===== config.mk =====
export PLATFORM = sky130hd
export DESIGN_NAME = scp_clock_ctrl
export DESIGN_NICKNAME = d
export VERILOG_FILES = /design/src/rtl/scp_pkg.sv /design/src/rtl/scp_osc_edge.sv /design/src/rtl/scp_prescale.sv /design/src/rtl/scp_clock_ctrl.sv
export SDC_FILE = /design/constraint.sdc
export NUM_CORES = 1
export LEC_CHECK = 0
export ABC_AREA = 1
export BUFFER_PORTS_ARGS = -buffer_cell sky130_fd_sc_hd__clkbuf_2
export CORE_MARGIN = 1
export CORE_UTILIZATION = 40
export DETAILED_ROUTE_END_ITERATION = 16
export GPL_TIMING_DRIVEN = 0
export PLACE_DENSITY = 0.73
export SLEW_MARGIN = 5
export SYNTH_ARGS = -nofsm -noshare
export SYNTH_HDL_FRONTEND = slang
export SYNTH_SLANG_ARGS = --single-unit

===== constraint.sdc =====
create_clock -name CLK_IN -period 2.2 [get_ports CLK_IN]
set_clock_uncertainty 0.2 [all_clocks]
set_input_delay 0.33 -clock CLK_IN [delete_from_list [all_inputs] [get_ports CLK_IN]]
set_output_delay 0.33 -clock CLK_IN [all_outputs]
set_load 0.03 [all_outputs]

===== src/rtl/scp_pkg.sv =====
package scp_pkg;

  // Register map, byte addresses on the AXI4-Lite bus
  localparam int unsigned ADDR_W        = 8;
  localparam logic [7:0]  CLKCTL_OFFSET = 8'hd8;
  localparam logic [7:0]  STATUS_OFFSET = 8'hdc;
  localparam logic [7:0]  CLKCTL_RESET  = 8'h00;

  // Control register field positions
  localparam int unsigned FCT_BIT  = 7;  // fast_clock_type
  localparam int unsigned FSS_BIT  = 6;  // fast sub-clock source select
  localparam int unsigned FSEL_BIT = 5;  // fast_clock_select
  localparam int unsigned SOT_BIT  = 4;  // slow_osc_type
  localparam int unsigned STOP_BIT = 3;  // fast_osc_stop
  localparam int unsigned PSC_MSB  = 2;  // sysclk_prescale
  localparam int unsigned PSC_LSB  = 0;

  // Status register field positions
  localparam int unsigned STAT_FAST_BIT  = 0;
  localparam int unsigned STAT_HALT_BIT  = 1;
  localparam int unsigned STAT_XPIN_BIT  = 2;
  localparam int unsigned STAT_RFC_BIT   = 3;
  localparam int unsigned STAT_PSC_LSB   = 4;

  // Prescaler codes
  localparam logic [2:0] PSC_DIV32 = 3'h0;
  localparam logic [2:0] PSC_DIV16 = 3'h1;
  localparam logic [2:0] PSC_DIV8  = 3'h2;
  localparam logic [2:0] PSC_DIV4  = 3'h3;
  localparam logic [2:0] PSC_DIV2  = 3'h4;
  localparam logic [2:0] PSC_DIV1  = 3'h5;

  // Division ratios
  localparam logic [5:0] RATIO_32 = 6'h20;
  localparam logic [5:0] RATIO_16 = 6'h10;
  localparam logic [5:0] RATIO_8  = 6'h08;
  localparam logic [5:0] RATIO_4  = 6'h04;
  localparam logic [5:0] RATIO_2  = 6'h02;
  localparam logic [5:0] RATIO_1  = 6'h01;

  // AXI responses
  localparam logic [1:0] RESP_OKAY   = 2'h0;
  localparam logic [1:0] RESP_SLVERR = 2'h2;

  typedef enum logic [1:0] {WR_IDLE, WR_ADDR, WR_DATA, WR_RESP} scp_wr_state_t;
  typedef enum logic       {RD_IDLE, RD_RESP} scp_rd_state_t;

endpackage


===== src/rtl/scp_osc_edge.sv =====
`timescale 1ns/1ps
module scp_osc_edge (
  input  wire logic clk_in,
  input  wire logic rst_in,
  input  wire logic osc_in,
  output logic      tick_out
);
  logic meta_q, meta_d;
  logic sync_q, sync_d;
  logic prev_q, prev_d;
  logic tick_q, tick_d;

  // Two-stage synchroniser, then rising edge detect on the second stage
  always_comb begin
    meta_d = osc_in;
    sync_d = meta_q;
    prev_d = sync_q;
    tick_d = sync_q & ~prev_q;
  end

  always_ff @(posedge clk_in) begin
    if (rst_in) begin
      meta_q <= 1'b0;
      sync_q <= 1'b0;
      prev_q <= 1'b0;
      tick_q <= 1'b0;
    end else begin
      meta_q <= meta_d;
      sync_q <= sync_d;
      prev_q <= prev_d;
      tick_q <= tick_d;
    end
  end

  assign tick_out = tick_q;
endmodule


===== src/rtl/scp_prescale.sv =====
`timescale 1ns/1ps
module scp_prescale (
  input  wire logic       clk_in,
  input  wire logic       rst_in,
  input  wire logic       tick_in,
  input  wire logic [2:0] code_in,
  output logic            pulse_out,
  output logic [5:0]      ratio_out
);
  logic [4:0] cnt_q,   cnt_d;
  logic [2:0] code_q,  code_d;
  logic       pulse_q, pulse_d;
  logic [5:0] ratio;

  // Ratio for each code; unused codes pass the clock undivided
  always_comb begin
    unique case (code_in)
      scp_pkg::PSC_DIV32: ratio = scp_pkg::RATIO_32;
      scp_pkg::PSC_DIV16: ratio = scp_pkg::RATIO_16;
      scp_pkg::PSC_DIV8:  ratio = scp_pkg::RATIO_8;
      scp_pkg::PSC_DIV4:  ratio = scp_pkg::RATIO_4;
      scp_pkg::PSC_DIV2:  ratio = scp_pkg::RATIO_2;
      default:            ratio = scp_pkg::RATIO_1;
    endcase
  end

  // Count source ticks; restart cleanly when the code changes
  always_comb begin
    code_d  = code_in;
    cnt_d   = cnt_q;
    pulse_d = 1'b0;
    if (code_in != code_q) begin
      cnt_d = 5'h00;
    end else if (tick_in) begin
      if ({1'b0, cnt_q} >= ratio - 6'h01) begin
        cnt_d   = 5'h00;
        pulse_d = 1'b1;
      end else begin
        cnt_d = cnt_q + 5'h01;
      end
    end
  end

  always_ff @(posedge clk_in) begin
    if (rst_in) begin
      cnt_q   <= 5'h00;
      code_q  <= 3'h0;
      pulse_q <= 1'b0;
    end else begin
      cnt_q   <= cnt_d;
      code_q  <= code_d;
      pulse_q <= pulse_d;
    end
  end

  assign pulse_out = pulse_q;
  assign ratio_out = ratio;
endmodule


===== src/rtl/scp_clock_ctrl.sv =====
`timescale 1ns/1ps
// Notes on behaviour
// Select bit 0 slow, 1 fast
// Slow type writable only while running fast
// Slow type: 0 RC, 1 crystal pins
// Stop bit halts fast crystal and RC
// Stop bit writable in slow or feedback mode
// Prescale 000 divides by 32
// Prescale 001 divides by 16
// Prescale 100 divides by 2
// Prescale 101 passes clock undivided
// Fast type 0 uses fast sub-clock
// Software sets up feedback oscillator first
// Prescale 010 by 8, 011 by 4
module scp_clock_ctrl (
  input  wire logic        CLK_IN,
  input  wire logic        RST_IN,
  input  wire logic [7:0]  S_AXI_AWADDR_IN,
  input  wire logic        S_AXI_AWVALID_IN,
  output logic             S_AXI_AWREADY_OUT,
  input  wire logic [31:0] S_AXI_WDATA_IN,
  input  wire logic [3:0]  S_AXI_WSTRB_IN,
  input  wire logic        S_AXI_WVALID_IN,
  output logic             S_AXI_WREADY_OUT,
  output logic [1:0]       S_AXI_BRESP_OUT,
  output logic             S_AXI_BVALID_OUT,
  input  wire logic        S_AXI_BREADY_IN,
  input  wire logic [7:0]  S_AXI_ARADDR_IN,
  input  wire logic        S_AXI_ARVALID_IN,
  output logic             S_AXI_ARREADY_OUT,
  output logic [31:0]      S_AXI_RDATA_OUT,
  output logic [1:0]       S_AXI_RRESP_OUT,
  output logic             S_AXI_RVALID_OUT,
  input  wire logic        S_AXI_RREADY_IN,
  input  wire logic        SLOW_RC_OSC_IN,
  input  wire logic        SLOW_CRYSTAL_OSC_IN,
  input  wire logic        FAST_RC_OSC_IN,
  input  wire logic        FAST_CRYSTAL_OSC_IN,
  input  wire logic        RC_FEEDBACK_OSC_IN,
  output logic             SYSCLK_EN_OUT,
  output logic             FAST_OSC_ENABLE_OUT,
  output logic             SLOW_XTAL_PINS_OUT,
  output logic             SYS_ON_FAST_OUT
);
  localparam int unsigned NOSC = 5;

  logic [NOSC-1:0]     osc_pin;
  logic [NOSC-1:0]     osc_tick;
  logic [7:0]          ctl_q, ctl_d;
  scp_pkg::scp_wr_state_t wr_q, wr_d;
  scp_pkg::scp_rd_state_t rd_q, rd_d;
  logic [7:0]          waddr_q, waddr_d;
  logic [31:0]         wdata_q, wdata_d;
  logic [3:0]          wstrb_q, wstrb_d;
  logic                awrdy_q, awrdy_d;
  logic                wrdy_q, wrdy_d;
  logic                bvalid_q, bvalid_d;
  logic [1:0]          bresp_q, bresp_d;
  logic                arrdy_q, arrdy_d;
  logic                rvalid_q, rvalid_d;
  logic [1:0]          rresp_q, rresp_d;
  logic [31:0]         rdata_q, rdata_d;
  logic                ctl_wr;
  logic                fast_en_q, fast_en_d;
  logic                xpins_q, xpins_d;
  logic                onfast_q, onfast_d;
  logic                slow_tick, fsub_tick, fast_tick, sel_tick;
  logic                sysclk_pulse;
  logic [5:0]          ratio;
  logic [7:0]          status;

  // Oscillator pins enter through synchronisers, one edge detector each
  assign osc_pin = {RC_FEEDBACK_OSC_IN, FAST_CRYSTAL_OSC_IN, FAST_RC_OSC_IN,
                    SLOW_CRYSTAL_OSC_IN, SLOW_RC_OSC_IN};

  for (genvar i = 0; i < NOSC; i++) begin : g_osc
    scp_osc_edge u_edge (
      .clk_in   (CLK_IN),
      .rst_in   (RST_IN),
      .osc_in   (osc_pin[i]),
      .tick_out (osc_tick[i])
    );
  end

  // Source selection tree
  always_comb begin
    slow_tick = ctl_q[scp_pkg::SOT_BIT] ? osc_tick[1] : osc_tick[0];
    fsub_tick = ctl_q[scp_pkg::FSS_BIT] ? osc_tick[3] : osc_tick[2];
    fsub_tick = fsub_tick & ~ctl_q[scp_pkg::STOP_BIT];
    fast_tick = ctl_q[scp_pkg::FCT_BIT] ? osc_tick[4] : fsub_tick;
    sel_tick  = ctl_q[scp_pkg::FSEL_BIT] ? fast_tick : slow_tick;
  end

  // Divider producing the system clock enable
  scp_prescale u_psc (
    .clk_in    (CLK_IN),
    .rst_in    (RST_IN),
    .tick_in   (sel_tick),
    .code_in   (ctl_q[scp_pkg::PSC_MSB:scp_pkg::PSC_LSB]),
    .pulse_out (sysclk_pulse),
    .ratio_out (ratio)
  );

  // Write channel: address and data taken in either order
  always_comb begin
    wr_d     = wr_q;
    waddr_d  = waddr_q;
    wdata_d  = wdata_q;
    wstrb_d  = wstrb_q;
    awrdy_d  = awrdy_q;
    wrdy_d   = wrdy_q;
    bvalid_d = bvalid_q;
    bresp_d  = bresp_q;
    ctl_wr   = 1'b0;
    unique case (wr_q)
      scp_pkg::WR_IDLE: begin
        if (S_AXI_AWVALID_IN && awrdy_q) begin
          waddr_d = S_AXI_AWADDR_IN;
          awrdy_d = 1'b0;
        end
        if (S_AXI_WVALID_IN && wrdy_q) begin
          wdata_d = S_AXI_WDATA_IN;
          wstrb_d = S_AXI_WSTRB_IN;
          wrdy_d  = 1'b0;
        end
        if (S_AXI_AWVALID_IN && S_AXI_WVALID_IN) begin
          wr_d = scp_pkg::WR_RESP;
        end else if (S_AXI_AWVALID_IN) begin
          wr_d = scp_pkg::WR_ADDR;
        end else if (S_AXI_WVALID_IN) begin
          wr_d = scp_pkg::WR_DATA;
        end
      end
      scp_pkg::WR_ADDR: begin
        if (S_AXI_WVALID_IN) begin
          wdata_d = S_AXI_WDATA_IN;
          wstrb_d = S_AXI_WSTRB_IN;
          wrdy_d  = 1'b0;
          wr_d    = scp_pkg::WR_RESP;
        end
      end
      scp_pkg::WR_DATA: begin
        if (S_AXI_AWVALID_IN) begin
          waddr_d = S_AXI_AWADDR_IN;
          awrdy_d = 1'b0;
          wr_d    = scp_pkg::WR_RESP;
        end
      end
      scp_pkg::WR_RESP: begin
        if (!bvalid_q) begin
          ctl_wr   = (waddr_q == scp_pkg::CLKCTL_OFFSET) && wstrb_q[0];
          bvalid_d = 1'b1;
          bresp_d  = (waddr_q == scp_pkg::CLKCTL_OFFSET ||
                      waddr_q == scp_pkg::STATUS_OFFSET) ? scp_pkg::RESP_OKAY
                                                         : scp_pkg::RESP_SLVERR;
        end else if (S_AXI_BREADY_IN) begin
          bvalid_d = 1'b0;
          awrdy_d  = 1'b1;
          wrdy_d   = 1'b1;
          wr_d     = scp_pkg::WR_IDLE;
        end
      end
    endcase
  end

  always_ff @(posedge CLK_IN) begin
    if (RST_IN) begin
      wr_q     <= scp_pkg::WR_IDLE;
      waddr_q  <= 8'h00;
      wdata_q  <= 32'h0000_0000;
      wstrb_q  <= 4'h0;
      awrdy_q  <= 1'b1;
      wrdy_q   <= 1'b1;
      bvalid_q <= 1'b0;
      bresp_q  <= scp_pkg::RESP_OKAY;
    end else begin
      wr_q     <= wr_d;
      waddr_q  <= waddr_d;
      wdata_q  <= wdata_d;
      wstrb_q  <= wstrb_d;
      awrdy_q  <= awrdy_d;
      wrdy_q   <= wrdy_d;
      bvalid_q <= bvalid_d;
      bresp_q  <= bresp_d;
    end
  end

  // Control register update with per-bit write locks
  always_comb begin
    ctl_d = ctl_q;
    if (ctl_wr) begin
      ctl_d[scp_pkg::FCT_BIT]  = wdata_q[scp_pkg::FCT_BIT];
      ctl_d[scp_pkg::FSS_BIT]  = wdata_q[scp_pkg::FSS_BIT];
      ctl_d[scp_pkg::FSEL_BIT] = wdata_q[scp_pkg::FSEL_BIT];
      ctl_d[scp_pkg::PSC_MSB:scp_pkg::PSC_LSB] =
        wdata_q[scp_pkg::PSC_MSB:scp_pkg::PSC_LSB];
      if (ctl_q[scp_pkg::FSEL_BIT]) begin
        ctl_d[scp_pkg::SOT_BIT] = wdata_q[scp_pkg::SOT_BIT];
      end
      if (!ctl_q[scp_pkg::FSEL_BIT] || ctl_q[scp_pkg::FCT_BIT]) begin
        ctl_d[scp_pkg::STOP_BIT] = wdata_q[scp_pkg::STOP_BIT];
      end
    end
  end

  always_ff @(posedge CLK_IN) begin
    if (RST_IN) begin
      ctl_q <= scp_pkg::CLKCTL_RESET;
    end else begin
      ctl_q <= ctl_d;
    end
  end

  // Status view of the running clock tree
  always_comb begin
    status = 8'h00;
    status[scp_pkg::STAT_FAST_BIT] = onfast_q;
    status[scp_pkg::STAT_HALT_BIT] = ~fast_en_q;
    status[scp_pkg::STAT_XPIN_BIT] = xpins_q;
    status[scp_pkg::STAT_RFC_BIT]  = ctl_q[scp_pkg::FCT_BIT];
    status[scp_pkg::STAT_PSC_LSB +: 3] = ctl_q[scp_pkg::PSC_MSB:scp_pkg::PSC_LSB];
  end

  // Read channel: data one cycle after the address is taken
  always_comb begin
    rd_d     = rd_q;
    arrdy_d  = arrdy_q;
    rvalid_d = rvalid_q;
    rresp_d  = rresp_q;
    rdata_d  = rdata_q;
    unique case (rd_q)
      scp_pkg::RD_IDLE: begin
        if (S_AXI_ARVALID_IN) begin
          arrdy_d  = 1'b0;
          rvalid_d = 1'b1;
          rd_d     = scp_pkg::RD_RESP;
          rresp_d  = scp_pkg::RESP_OKAY;
          if (S_AXI_ARADDR_IN == scp_pkg::CLKCTL_OFFSET) begin
            rdata_d = {24'h00_0000, ctl_q};
          end else if (S_AXI_ARADDR_IN == scp_pkg::STATUS_OFFSET) begin
            rdata_d = {24'h00_0000, status};
          end else begin
            rdata_d = 32'h0000_0000;
            rresp_d = scp_pkg::RESP_SLVERR;
          end
        end
      end
      scp_pkg::RD_RESP: begin
        if (S_AXI_RREADY_IN) begin
          rvalid_d = 1'b0;
          arrdy_d  = 1'b1;
          rd_d     = scp_pkg::RD_IDLE;
        end
      end
    endcase
  end

  always_ff @(posedge CLK_IN) begin
    if (RST_IN) begin
      rd_q     <= scp_pkg::RD_IDLE;
      arrdy_q  <= 1'b1;
      rvalid_q <= 1'b0;
      rresp_q  <= scp_pkg::RESP_OKAY;
      rdata_q  <= 32'h0000_0000;
    end else begin
      rd_q     <= rd_d;
      arrdy_q  <= arrdy_d;
      rvalid_q <= rvalid_d;
      rresp_q  <= rresp_d;
      rdata_q  <= rdata_d;
    end
  end

  // Registered control outputs toward the oscillators and pins
  always_comb begin
    fast_en_d = ~ctl_q[scp_pkg::STOP_BIT];
    xpins_d   = ctl_q[scp_pkg::SOT_BIT];
    onfast_d  = ctl_q[scp_pkg::FSEL_BIT];
  end

  always_ff @(posedge CLK_IN) begin
    if (RST_IN) begin
      fast_en_q <= 1'b1;
      xpins_q   <= 1'b0;
      onfast_q  <= 1'b0;
    end else begin
      fast_en_q <= fast_en_d;
      xpins_q   <= xpins_d;
      onfast_q  <= onfast_d;
    end
  end

  assign S_AXI_AWREADY_OUT   = awrdy_q;
  assign S_AXI_WREADY_OUT    = wrdy_q;
  assign S_AXI_BVALID_OUT    = bvalid_q;
  assign S_AXI_BRESP_OUT     = bresp_q;
  assign S_AXI_ARREADY_OUT   = arrdy_q;
  assign S_AXI_RVALID_OUT    = rvalid_q;
  assign S_AXI_RRESP_OUT     = rresp_q;
  assign S_AXI_RDATA_OUT     = rdata_q;
  assign SYSCLK_EN_OUT       = sysclk_pulse;
  assign FAST_OSC_ENABLE_OUT = fast_en_q;
  assign SLOW_XTAL_PINS_OUT  = xpins_q;
  assign SYS_ON_FAST_OUT     = onfast_q;

  // Checking helpers: source ticks counted between system clock pulses
  logic [6:0] hcnt_q;
  logic [2:0] hpsc_q;
  logic       primed_q;
  always_ff @(posedge CLK_IN) begin
    if (RST_IN) begin
      hcnt_q   <= 7'h00;
      hpsc_q   <= 3'h0;
      primed_q <= 1'b0;
    end else begin
      hpsc_q <= ctl_q[scp_pkg::PSC_MSB:scp_pkg::PSC_LSB];
      if (ctl_q[scp_pkg::PSC_MSB:scp_pkg::PSC_LSB] != hpsc_q) begin
        hcnt_q   <= 7'h00;
        primed_q <= 1'b0;
      end else if (sysclk_pulse) begin
        hcnt_q   <= {6'h00, sel_tick};
        primed_q <= 1'b1;
      end else begin
        hcnt_q <= hcnt_q + {6'h00, sel_tick};
      end
    end
  end
endmodule


# Word level (Yosys, flattened, before mapping)
# Cells that the tools add are included.
# totals
regBits	101
in_bits	64
output_inout_bits	45
elab_cells	157
# classes
add_sub_neg	2
magnitude_cmp	1
eq_ne	21
mux	50
bitwise_logic	16
n_reduce_logical	25
# op_table
operator	n
$mux W8	5
$eq A8 B8 Y1 const B	4
$pmux W8 S2	2
$pmux W6 S5	1
$mux W1	23
$mux W2	10
$ne A2 B2 Y1 const B	8
$reduce_and A5 Y1	3
$not A1 Y1	10
$reduce_and A2 Y1	5
$pmux W1 S2	4
$pmux W2 S4	1
$mux W7	1
$and A1 B1 Y1	6
$eq A3 B2 Y1 const B	2
$ge A5 B6 Y1	1
$pmux W1 S3	2
$reduce_and A3 Y1	2
$reduce_bool A3 Y1	2
$sub A6 B1 Y6 const B	1
$add A5 B1 Y5 const B	1
$mux W5	1
$eq A2 B2 Y1 const B	2
$logic_and A1 B1 Y1	4
12 further kinds	14

# Logic depth before layout (Yosys ltp)
# Gate-level depths: netlist of run 1.
# depth
ltp_word	6
depth_mapped	10
ltp_nobuf	10

# By module
# A second synthesis of run 1 with hierarchy kept.
# hier_totals
cells_unflattened	483
hier_area_um2	3503.4
# by_module_without_submodules
mod	instances	cells_each	area_each_um2	seq_area_each_um2
scp_clock_ctrl	1	343	2367.3	920.9
scp_osc_edge	5	12	115.1	80.1
scp_prescale	1	80	560.5	180.2

# Least setup slack after synthesis of run 1
# Ideal clock, no wire load.
# synth_path
path_type	register to register
start	register ctl_q[1]
end	register u_psc.cnt_q[0]
setup_ns	0.071
t_arrival_ns	1.424
required_time_ns	1.929
setup_slack_ns	0.505
stages_incl_launch_ff	11
n_path_buf	0
period_less_slack_ns	1.695
path_cell_list	dfxtp_1 > nor2_1 > nand2_1 > ha_1 > nand2_1 > nand2_1 > nor2_1 > nand3_1 > nor2_1 > nand2_1 > a21oi_1
# synth_via
elab_chain_len	5
elab_cells_between_ends	11
classes_between	add/sub: 1; order compare: 1; eq/ne: 5; mux: 2; reduce/logical: 2
# synth_rtl
element	line	source
from (decl)	scp_clock_ctrl.sv:49	logic [7:0] ctl_q, ctl_d;
from (signal assigned)	scp_clock_ctrl.sv:208	ctl_q <= scp_pkg::CLKCTL_RESET;
from (signal assigned)	scp_clock_ctrl.sv:210	ctl_q <= ctl_d;
$eq A3 B3 Y1, or another cell as far along	scp_prescale.sv:17	unique case (code_in)
$pmux W6 S5	scp_prescale.sv:17	
$sub A6 B1 Y6	scp_prescale.sv:35	if ({1'b0, cnt_q} >= ratio - 6'h01) begin
$ge A5 B6 Y1	scp_prescale.sv:35	
$mux W5	scp_prescale.sv:35	
to (signal assigned)	scp_prescale.sv:50	cnt_q <= cnt_d;
to (decl)	scp_prescale.sv:10	logic [4:0] cnt_q, cnt_d;
# Parallel ways exist; a longest one is shown, timed or not.
# A chain may end at the register's enable or synchronous reset.

# Worst setup path after layout of run 1
# layout_path
start	register ctl_q[0]
end	register u_psc.cnt_q[4]
# Same word-level chain as after synthesis.

==> results of run 1 <==
worst max-delay path by stage:
stage,end
CTS,u_psc.cnt_q[4]$_SDFFE_PP0P_
finish,u_psc.cnt_q[4]$_SDFFE_PP0P_
global route,u_psc.cnt_q[4]$_SDFFE_PP0P_
detailed placement,u_psc.cnt_q[4]$_SDFFE_PP0P_
floorplan,u_psc.cnt_q[0]$_SDFFE_PP0P_
global placement,u_psc.cnt_q[2]$_SDFFE_PP0P_
cell usage after synthesis:
master,count,share of area (%)
nor2_4,1,0.33
nand4_1,3,0.55
o21ai_0,21,3.1
nand2_1,49,5.4
o21ai_1,10,1.5
o21ai_2,1,0.26
inv_1,70,7.7
nand3_4,1,0.51
xnor2_1,2,0.51
clkbuf_1,3,0.33
nor3b_4,1,0.55
inv_2,2,0.22
dfxtp_1,75,44
buf_1,3,0.33
nor2_2,2,0.37
or2_2,1,0.18
nand3_1,36,5.3
conb_1,1,0.11
nor2_1,69,7.6
buf_6,4,1.3
o211ai_1,1,0.22
ha_1,11,4.0
a21oi_1,33,4.8
nand3b_1,3,0.66
o211ai_2,1,0.37
nor3_4,2,0.95
buf_2,3,0.44
xor2_1,4,1.0
or2_4,2,0.51
buf_4,26,5.7
nor3_1,5,0.73
nand2_2,2,0.37
routing by layer:
layer	track usage, %	share of wire, %
met5	0	0
met4	6.667	1.6
met3	3.543	5.6
met2	26.51	47
met1	20.40	46
sequential cells by signal (all words and copies together), names as in the netlist, 2 cells and up:
signal	cells
wr_q	2
u_psc.cnt_q	5
u_psc.code_q	3
g_osc.u_edge.prev_q	5
g_osc.u_edge.tick_out	5
wdata_q	8
g_osc.u_edge.prev_d	5
ctl_q	8
S_AXI_RDATA_OUT	8
g_osc.u_edge.meta_q	5
waddr_q	8
power by group:
| part | switching, mW | total (mW) | internal (mW) |
|---|---|---|---|
| clock network | 0.492 | 1.01 | 0.519 |
| logic | 0.594 | 0.947 | 0.353 |
| registers | 0.103 | 1.64 | 1.54 |
| total | 1.19 | 3.60 | 2.41 |
layout make-up:
class / count / area share [%]
Sequential cell: 75 / 36.13
Multi-Input combinational cell: 287 / 35.02
Timing Repair Buffer: 60 / 7.949
Buffer: 39 / 6.685
Inverter: 72 / 6.504
Tap cell: 105 / 3.162
Clock buffer: 9 / 2.981
Clock inverter: 6 / 1.566
cell families after synthesis:
logic type	after synthesis
other cells	1
compound gates	67
buf+inv	111
flops	75
xor+xnor	6
simple gates	177
fa+ha+maj	11
critical path: stages, from the launching register on:
cell,delay [ns]
dfxtp_1,0.44
inv_1,0.13
o21ai_0,0.20
ha_1,0.28
nand2_1,0.08
nor2_1,0.04
nand2_1,0.07
nand3_1,0.17
nor2_1,0.13
nand2_1,0.06
a21oi_1,0.13
stage by stage:
stage / hold WS [ns] / utilization [%] / std cells
floorplan: 0.1728 / - / 473
global placement: 0.1772 / 47.54 / 632
detailed placement: 0.1802 / 47.54 / 632
CTS: 0.01923 / 50.57 / 653
global route: 0.05770 / 50.57 / 653
finish: 0.03582 / 50.57 / 653
==> reports/results.tsv, run 1 <==
stage	metric	value	unit
detailed_routing	viasPerCell	4.551	
grt	grt_first_pass_wirelength	11.12	mm
die	start_util	41.51	%
layout	diodes	0	
sta	maxClockFrequency	497.8	MHz
worst_setup_path	r2r_end	u_psc.cnt_q[4]$_SDFFE_PP0P_	
detailed_routing	wire_per_inst	10.30	um
detailed_routing	firstDrtPassIters	5	
die	coreArea	0.008217	sq mm
sta	hold_viol	0	
die	die_y	94.34	um
layout	regArea	0.001501	sq mm
cts	clock_path_buffers	2	
power_and_ir_drop	p_total	3.601	mW
worst_setup_path	r2r-start	ctl_q[0]$_SDFFE_PP0P_	
detailed_routing	num_vias	2972	
worst_setup_path	critPathLaunchType	flop	
synth	yosys_warnings	0	
run	maxCapViolations	0	
die	die_area	0.008900	sq mm
sta	finalSetupViolations	0	
power_and_ir_drop	leakage	2.044	nW
synth	synth_top_family_by_area	simple AND/OR/NAND/NOR gates	
cts	cts_setup_buffers	0	
grt	grt_overflow	0	
detailed_routing	ant_nets	0	
sta	maxSlewViolCount	0	
worst_hold_path	hold_depth	3	
detailed_routing	drt-initial-drc-count	126	
synth	synthAdderAreaFrac	4.035	%
cts	root_buffer	clkbuf_8	
grt	antenna_found_initial	0	
layout	finalInstanceArea	0.004155	sq mm
synth	ys_seq_area_share	44.02	%
cts	post_cts_resized	0	
cts	cts_hold_buf	6	
sta	period_minus_slack	2.009	ns
placement	place_area	0.003906	sq mm
power_and_ir_drop	peakVddDrop	0.5607	mV
synth	syn_inst	448	
synth	synth-xor-area-share	1.541	%
cts	insertion_delay	0.34	ns
sta	fin_crit_sh	91.31	%
worst_setup_path	arrival	2.07	ns
placement	place.gp.congestion	0.8228	
placement	pre_cts_ws	0.2026	ns
status	status	completed	
grt	grt_max_degree	14	
sta	setup-tns-final	0	ns
synth	synthMuxAreaShare	0	%
sta	rsz0062_at_grt	no	
die	pin_count	109	
worst_setup_path	crit_type	flop to flop	
detailed_routing	routed_wl	6.725	mm
placement	numPortBuffers	54	
synth	synth_cell_types	32	
cts	clkTransAtPathRegs	0.08	ns
cts	cts_sinks	75	
worst_setup_path	crit_required	2.26	ns
worst_setup_path	reg2reg_slack	0.19	ns
detailed_routing	remaining_drc_errors	0	
layout	final_cell_mix	dfxtp_1, inv_1, nor2_1	
layout	final_common_cell	dfxtp_1	
grt	grt_pass1_vias	2518	
layout	area_delta_synth_final	21.83	%
worst_hold_path	hp-start	S_AXI_ARVALID_IN	
worst_hold_path	holdPathEnd	rd_q$_SDFF_PP0_	
worst_setup_path	worstPathMaxFanout	5	
synth	yosys.area_share.simple	23.99	%
sta	fin_ws	0.1912	ns
placement	hpwl	5.104	mm
grt	grt_usage	16.14	%
worst_hold_path	holdCritPathClass	primary input to flop	
synth	ys_ff_latch	75	
cts	numCtsBuffers	9	
synth	avgSynthCellArea	7.613	sq um
synth	synth_area	0.003411	sq mm
die	core.rowCount	33	
layout	multi_input_area	0.001455	sq mm
worst_setup_path	setup.worst_path.end_class	flop	
die	die_w	94.34	um
worst_setup_path	startpoint	ctl_q[0]$_SDFFE_PP0P_	
cts	cts_tree	done	
synth	synth_compound_area_share	10.23	%
layout	fin_nets	619	
cts	cts_max_level	3	
power_and_ir_drop	power_density	866.5	mW/mm^2
layout	drive_above_1_share	21.53	%
layout	fill_cells	786	
worst_setup_path	reg2reg_depth	10	
(Power assumes the default switching activity.)
==> run 2: changes to the inputs <==
--- a/config.mk
+++ b/config.mk
@@ -6,12 +6,13 @@
 export NUM_CORES = 1
 export LEC_CHECK = 0
 export ABC_AREA = 1
-export BUFFER_PORTS_ARGS = -buffer_cell sky130_fd_sc_hd__clkbuf_2
+export BUFFER_PORTS_ARGS = -buffer_cell sky130_fd_sc_hd__buf_2
 export CORE_MARGIN = 1
 export CORE_UTILIZATION = 40
 export DETAILED_ROUTE_END_ITERATION = 16
 export GPL_TIMING_DRIVEN = 0
 export PLACE_DENSITY = 0.73
+export SKIP_CTS_REPAIR_TIMING = 1
 export SLEW_MARGIN = 5
 export SYNTH_ARGS = -nofsm -noshare
 export SYNTH_HDL_FRONTEND = slang
==> run 2 against run 1 <==
  * First-iteration DRC count is 7.9% lower
  * Power is 2.0% lower
  * Worst setup slack better by 0.059 ns
  * Final cell count stayed put
  * Combinational power is 1% higher
  * Worst hold slack worse by 0.022 ns
  * Sequential share of layout area is 0.25 points higher
  * Flip-flop and latch count stayed put
  * Die area stayed put
  * Sequential power hardly changed
  * Global-route usage is 0.16 points lower
  * Critical path type unchanged
  * Critical endpoint is now u_psc.cnt_q[3]$_SDFFE_PP0P_
  * Largest cell class unchanged
==> reports/results.tsv, run 2 (synthesis gave the netlist of run 1 again) <==
stage	metric	value	unit
worst_setup_path	setup.worst_path.end_class	flop	
sta	setup-tns-final	0	ns
worst_hold_path	holdCritPathClass	primary input to flop	
sta	finalSetupViolations	0	
detailed_routing	ant_nets	0	
worst_setup_path	arrival	2.01	ns
layout	final_cell_mix	dfxtp_1, inv_1, nor2_1	
power_and_ir_drop	clkPwrFrac	26.5	%
power_and_ir_drop	pwr-share-seq	46.4	%
sta	maxSlewViolCount	0	
worst_setup_path	critPathLaunchType	flop	
sta	maxClockFrequency	512.9	MHz
power_and_ir_drop	peakVddDrop	0.6708	mV
worst_setup_path	reg2reg_slack	0.25	ns
placement	numPortBuffers	54	
sta	fin_ws	0.2504	ns
layout	finalInstanceArea	0.004134	sq mm
die	die_area	0.008900	sq mm
die	die_y	94.34	um
detailed_routing	num_vias	2928	
layout	drive_above_1_share	22.08	%
worst_setup_path	worstPathCellList	nor2_1 > nand2_1 > ha_1 > nand2_1 > nor2_1 > nor2_1 > nand3_1 > nor2_1 > nand2_1 > a21oi_1	
run	maxCapViolations	0	
grt	grt_first_pass_wirelength	11.06	mm
grt	grt_pass1_vias	2542	
power_and_ir_drop	combPwrFrac	27.1	%
layout	final_common_cell	dfxtp_1	
worst_setup_path	crit_type	flop to flop	
placement	dpl.cell_count	632	
worst_setup_path	slowest_delay	0.40	ns
layout	fin_nets	618	
power_and_ir_drop	switchingPower	1.224	mW
die	die_w	94.34	um
cts	insertion_delay	0.35	ns
detailed_routing	viasPerCell	4.484	
placement	pre_cts_ws	0.2898	ns
grt	grt_overflow	0	
die	pin_count	109	
cts	cts_sinks	75	
cts	cts_tree	done	
sta	hold_viol	0	
power_and_ir_drop	p_total	3.530	mW
layout	utilization	50.31	%
grt	antenna_found_initial	0	
grt	grt_max_degree	15	
layout	diodes	0	
worst_setup_path	cp_top_family	simple AND/OR/NAND/NOR gates	
die	coreArea	0.008217	sq mm
cts	cts_max_level	3	
detailed_routing	wire_per_inst	10.36	um
die	start_util	41.51	%
cts	numCtsBuffers	9	
layout	area_delta_synth_final	21.20	%
detailed_routing	routed_wl	6.762	mm
die	core.rowCount	33	
power_and_ir_drop	internal_power	2.306	mW
sta	rsz0062_at_grt	no	
cts	root_buffer	clkbuf_8	
placement	hpwl	5.077	mm
sta	period_minus_slack	1.950	ns
worst_setup_path	crit_required	2.26	ns
grt	grt_usage	15.98	%
power_and_ir_drop	leakage	2.030	nW
detailed_routing	remaining_drc_errors	0	
power_and_ir_drop	power_density	853.9	mW/mm^2
power_and_ir_drop	swShare	34.68	%
detailed_routing	firstDrtPassIters	4	
placement	place.gp.congestion	0.8168	
sta	fin_crit_sh	88.62	%
cts	clkTransAtPathRegs	0.08	ns
worst_setup_path	crit_slowest_cell	dfxtp_1	
placement	place_area	0.003906	sq mm
worst_setup_path	critPathBufInv	0	
layout	fin_cells	653	
detailed_routing	drt-initial-drc-count	116	
cts	clock_path_buffers	2	
sta	whs	0.01335	ns
worst_setup_path	cp_common_cell	nor2_1	
layout	fill_cells	808	
status	status	completed	
worst_setup_path	worstPathMaxFanout	7	
-- run 2: cell count changes in the layout (fill, tap and decap cells not counted), sizes merged --
cell,previous run,this run
inv,73,74
bufinv,1,0
clkinvlp,1,2
dlygate4sd3,6,5
clkbuf,66,12
buf,36,90
-- run 2: worst min-delay path: stages --
cell and delay [ns]:
buf_2 0.07, a21oi_1 0.07, nand2_1 0.06
-- run 2: final cells by class --
type                            instances  area, sq um  share of cell area [%]
Timing Repair Buffer                   59        320.3                   7.748
Clock buffer                            9        123.9                   2.996
Buffer                                 39        277.8                   6.719
Clock inverter                          7        51.30                   1.241
Multi-Input combinational cell        287         1455                   35.20
Inverter                               72        270.3                   6.538
Sequential cell                        75         1504                   36.38
Tap cell                              105        131.4                   3.178
-- run 2: power groups by stage --
stage | clock network (mW) | logic [mW] | registers, mW
after floorplan | 0 | 0.670 | 1.73
after global placement | 0 | 0.917 | 1.66
after detailed placement | 0 | 0.951 | 1.67
after CTS | 0.968 | 0.954 | 1.64
after global routing | 1.03 | 1.07 | 1.66
final | 0.936 | 0.956 | 1.64
-- run 2: final timing paths --
path                                          start                             endpoint  depth (start not counted)
setup / recovery              ctl_q[2]$_SDFFE_PP0P_          u_psc.cnt_q[3]$_SDFFE_PP0P_                         10
hold / removal                      S_AXI_RREADY_IN       S_AXI_ARREADY_OUT$_SDFFE_PP1P_                          3
setup reg to reg              ctl_q[2]$_SDFFE_PP0P_          u_psc.cnt_q[3]$_SDFFE_PP0P_                         10
hold reg to reg   g_osc[0].u_edge.prev_q$_SDFF_PP0_  g_osc[0].u_edge.tick_out$_SDFF_PP0_                          1
-- run 2: routing by layer --
metal | vias to the layer above | wire (um) | global-route usage, %
met5 | - | 0 | 0
met4 | 0 | 89 | 6.026
met3 | 10 | 431 | 3.865
met2 | 107 | 3161 | 27.29
met1 | 1270 | 3079 | 19.34
li1 | 1541 | - | -
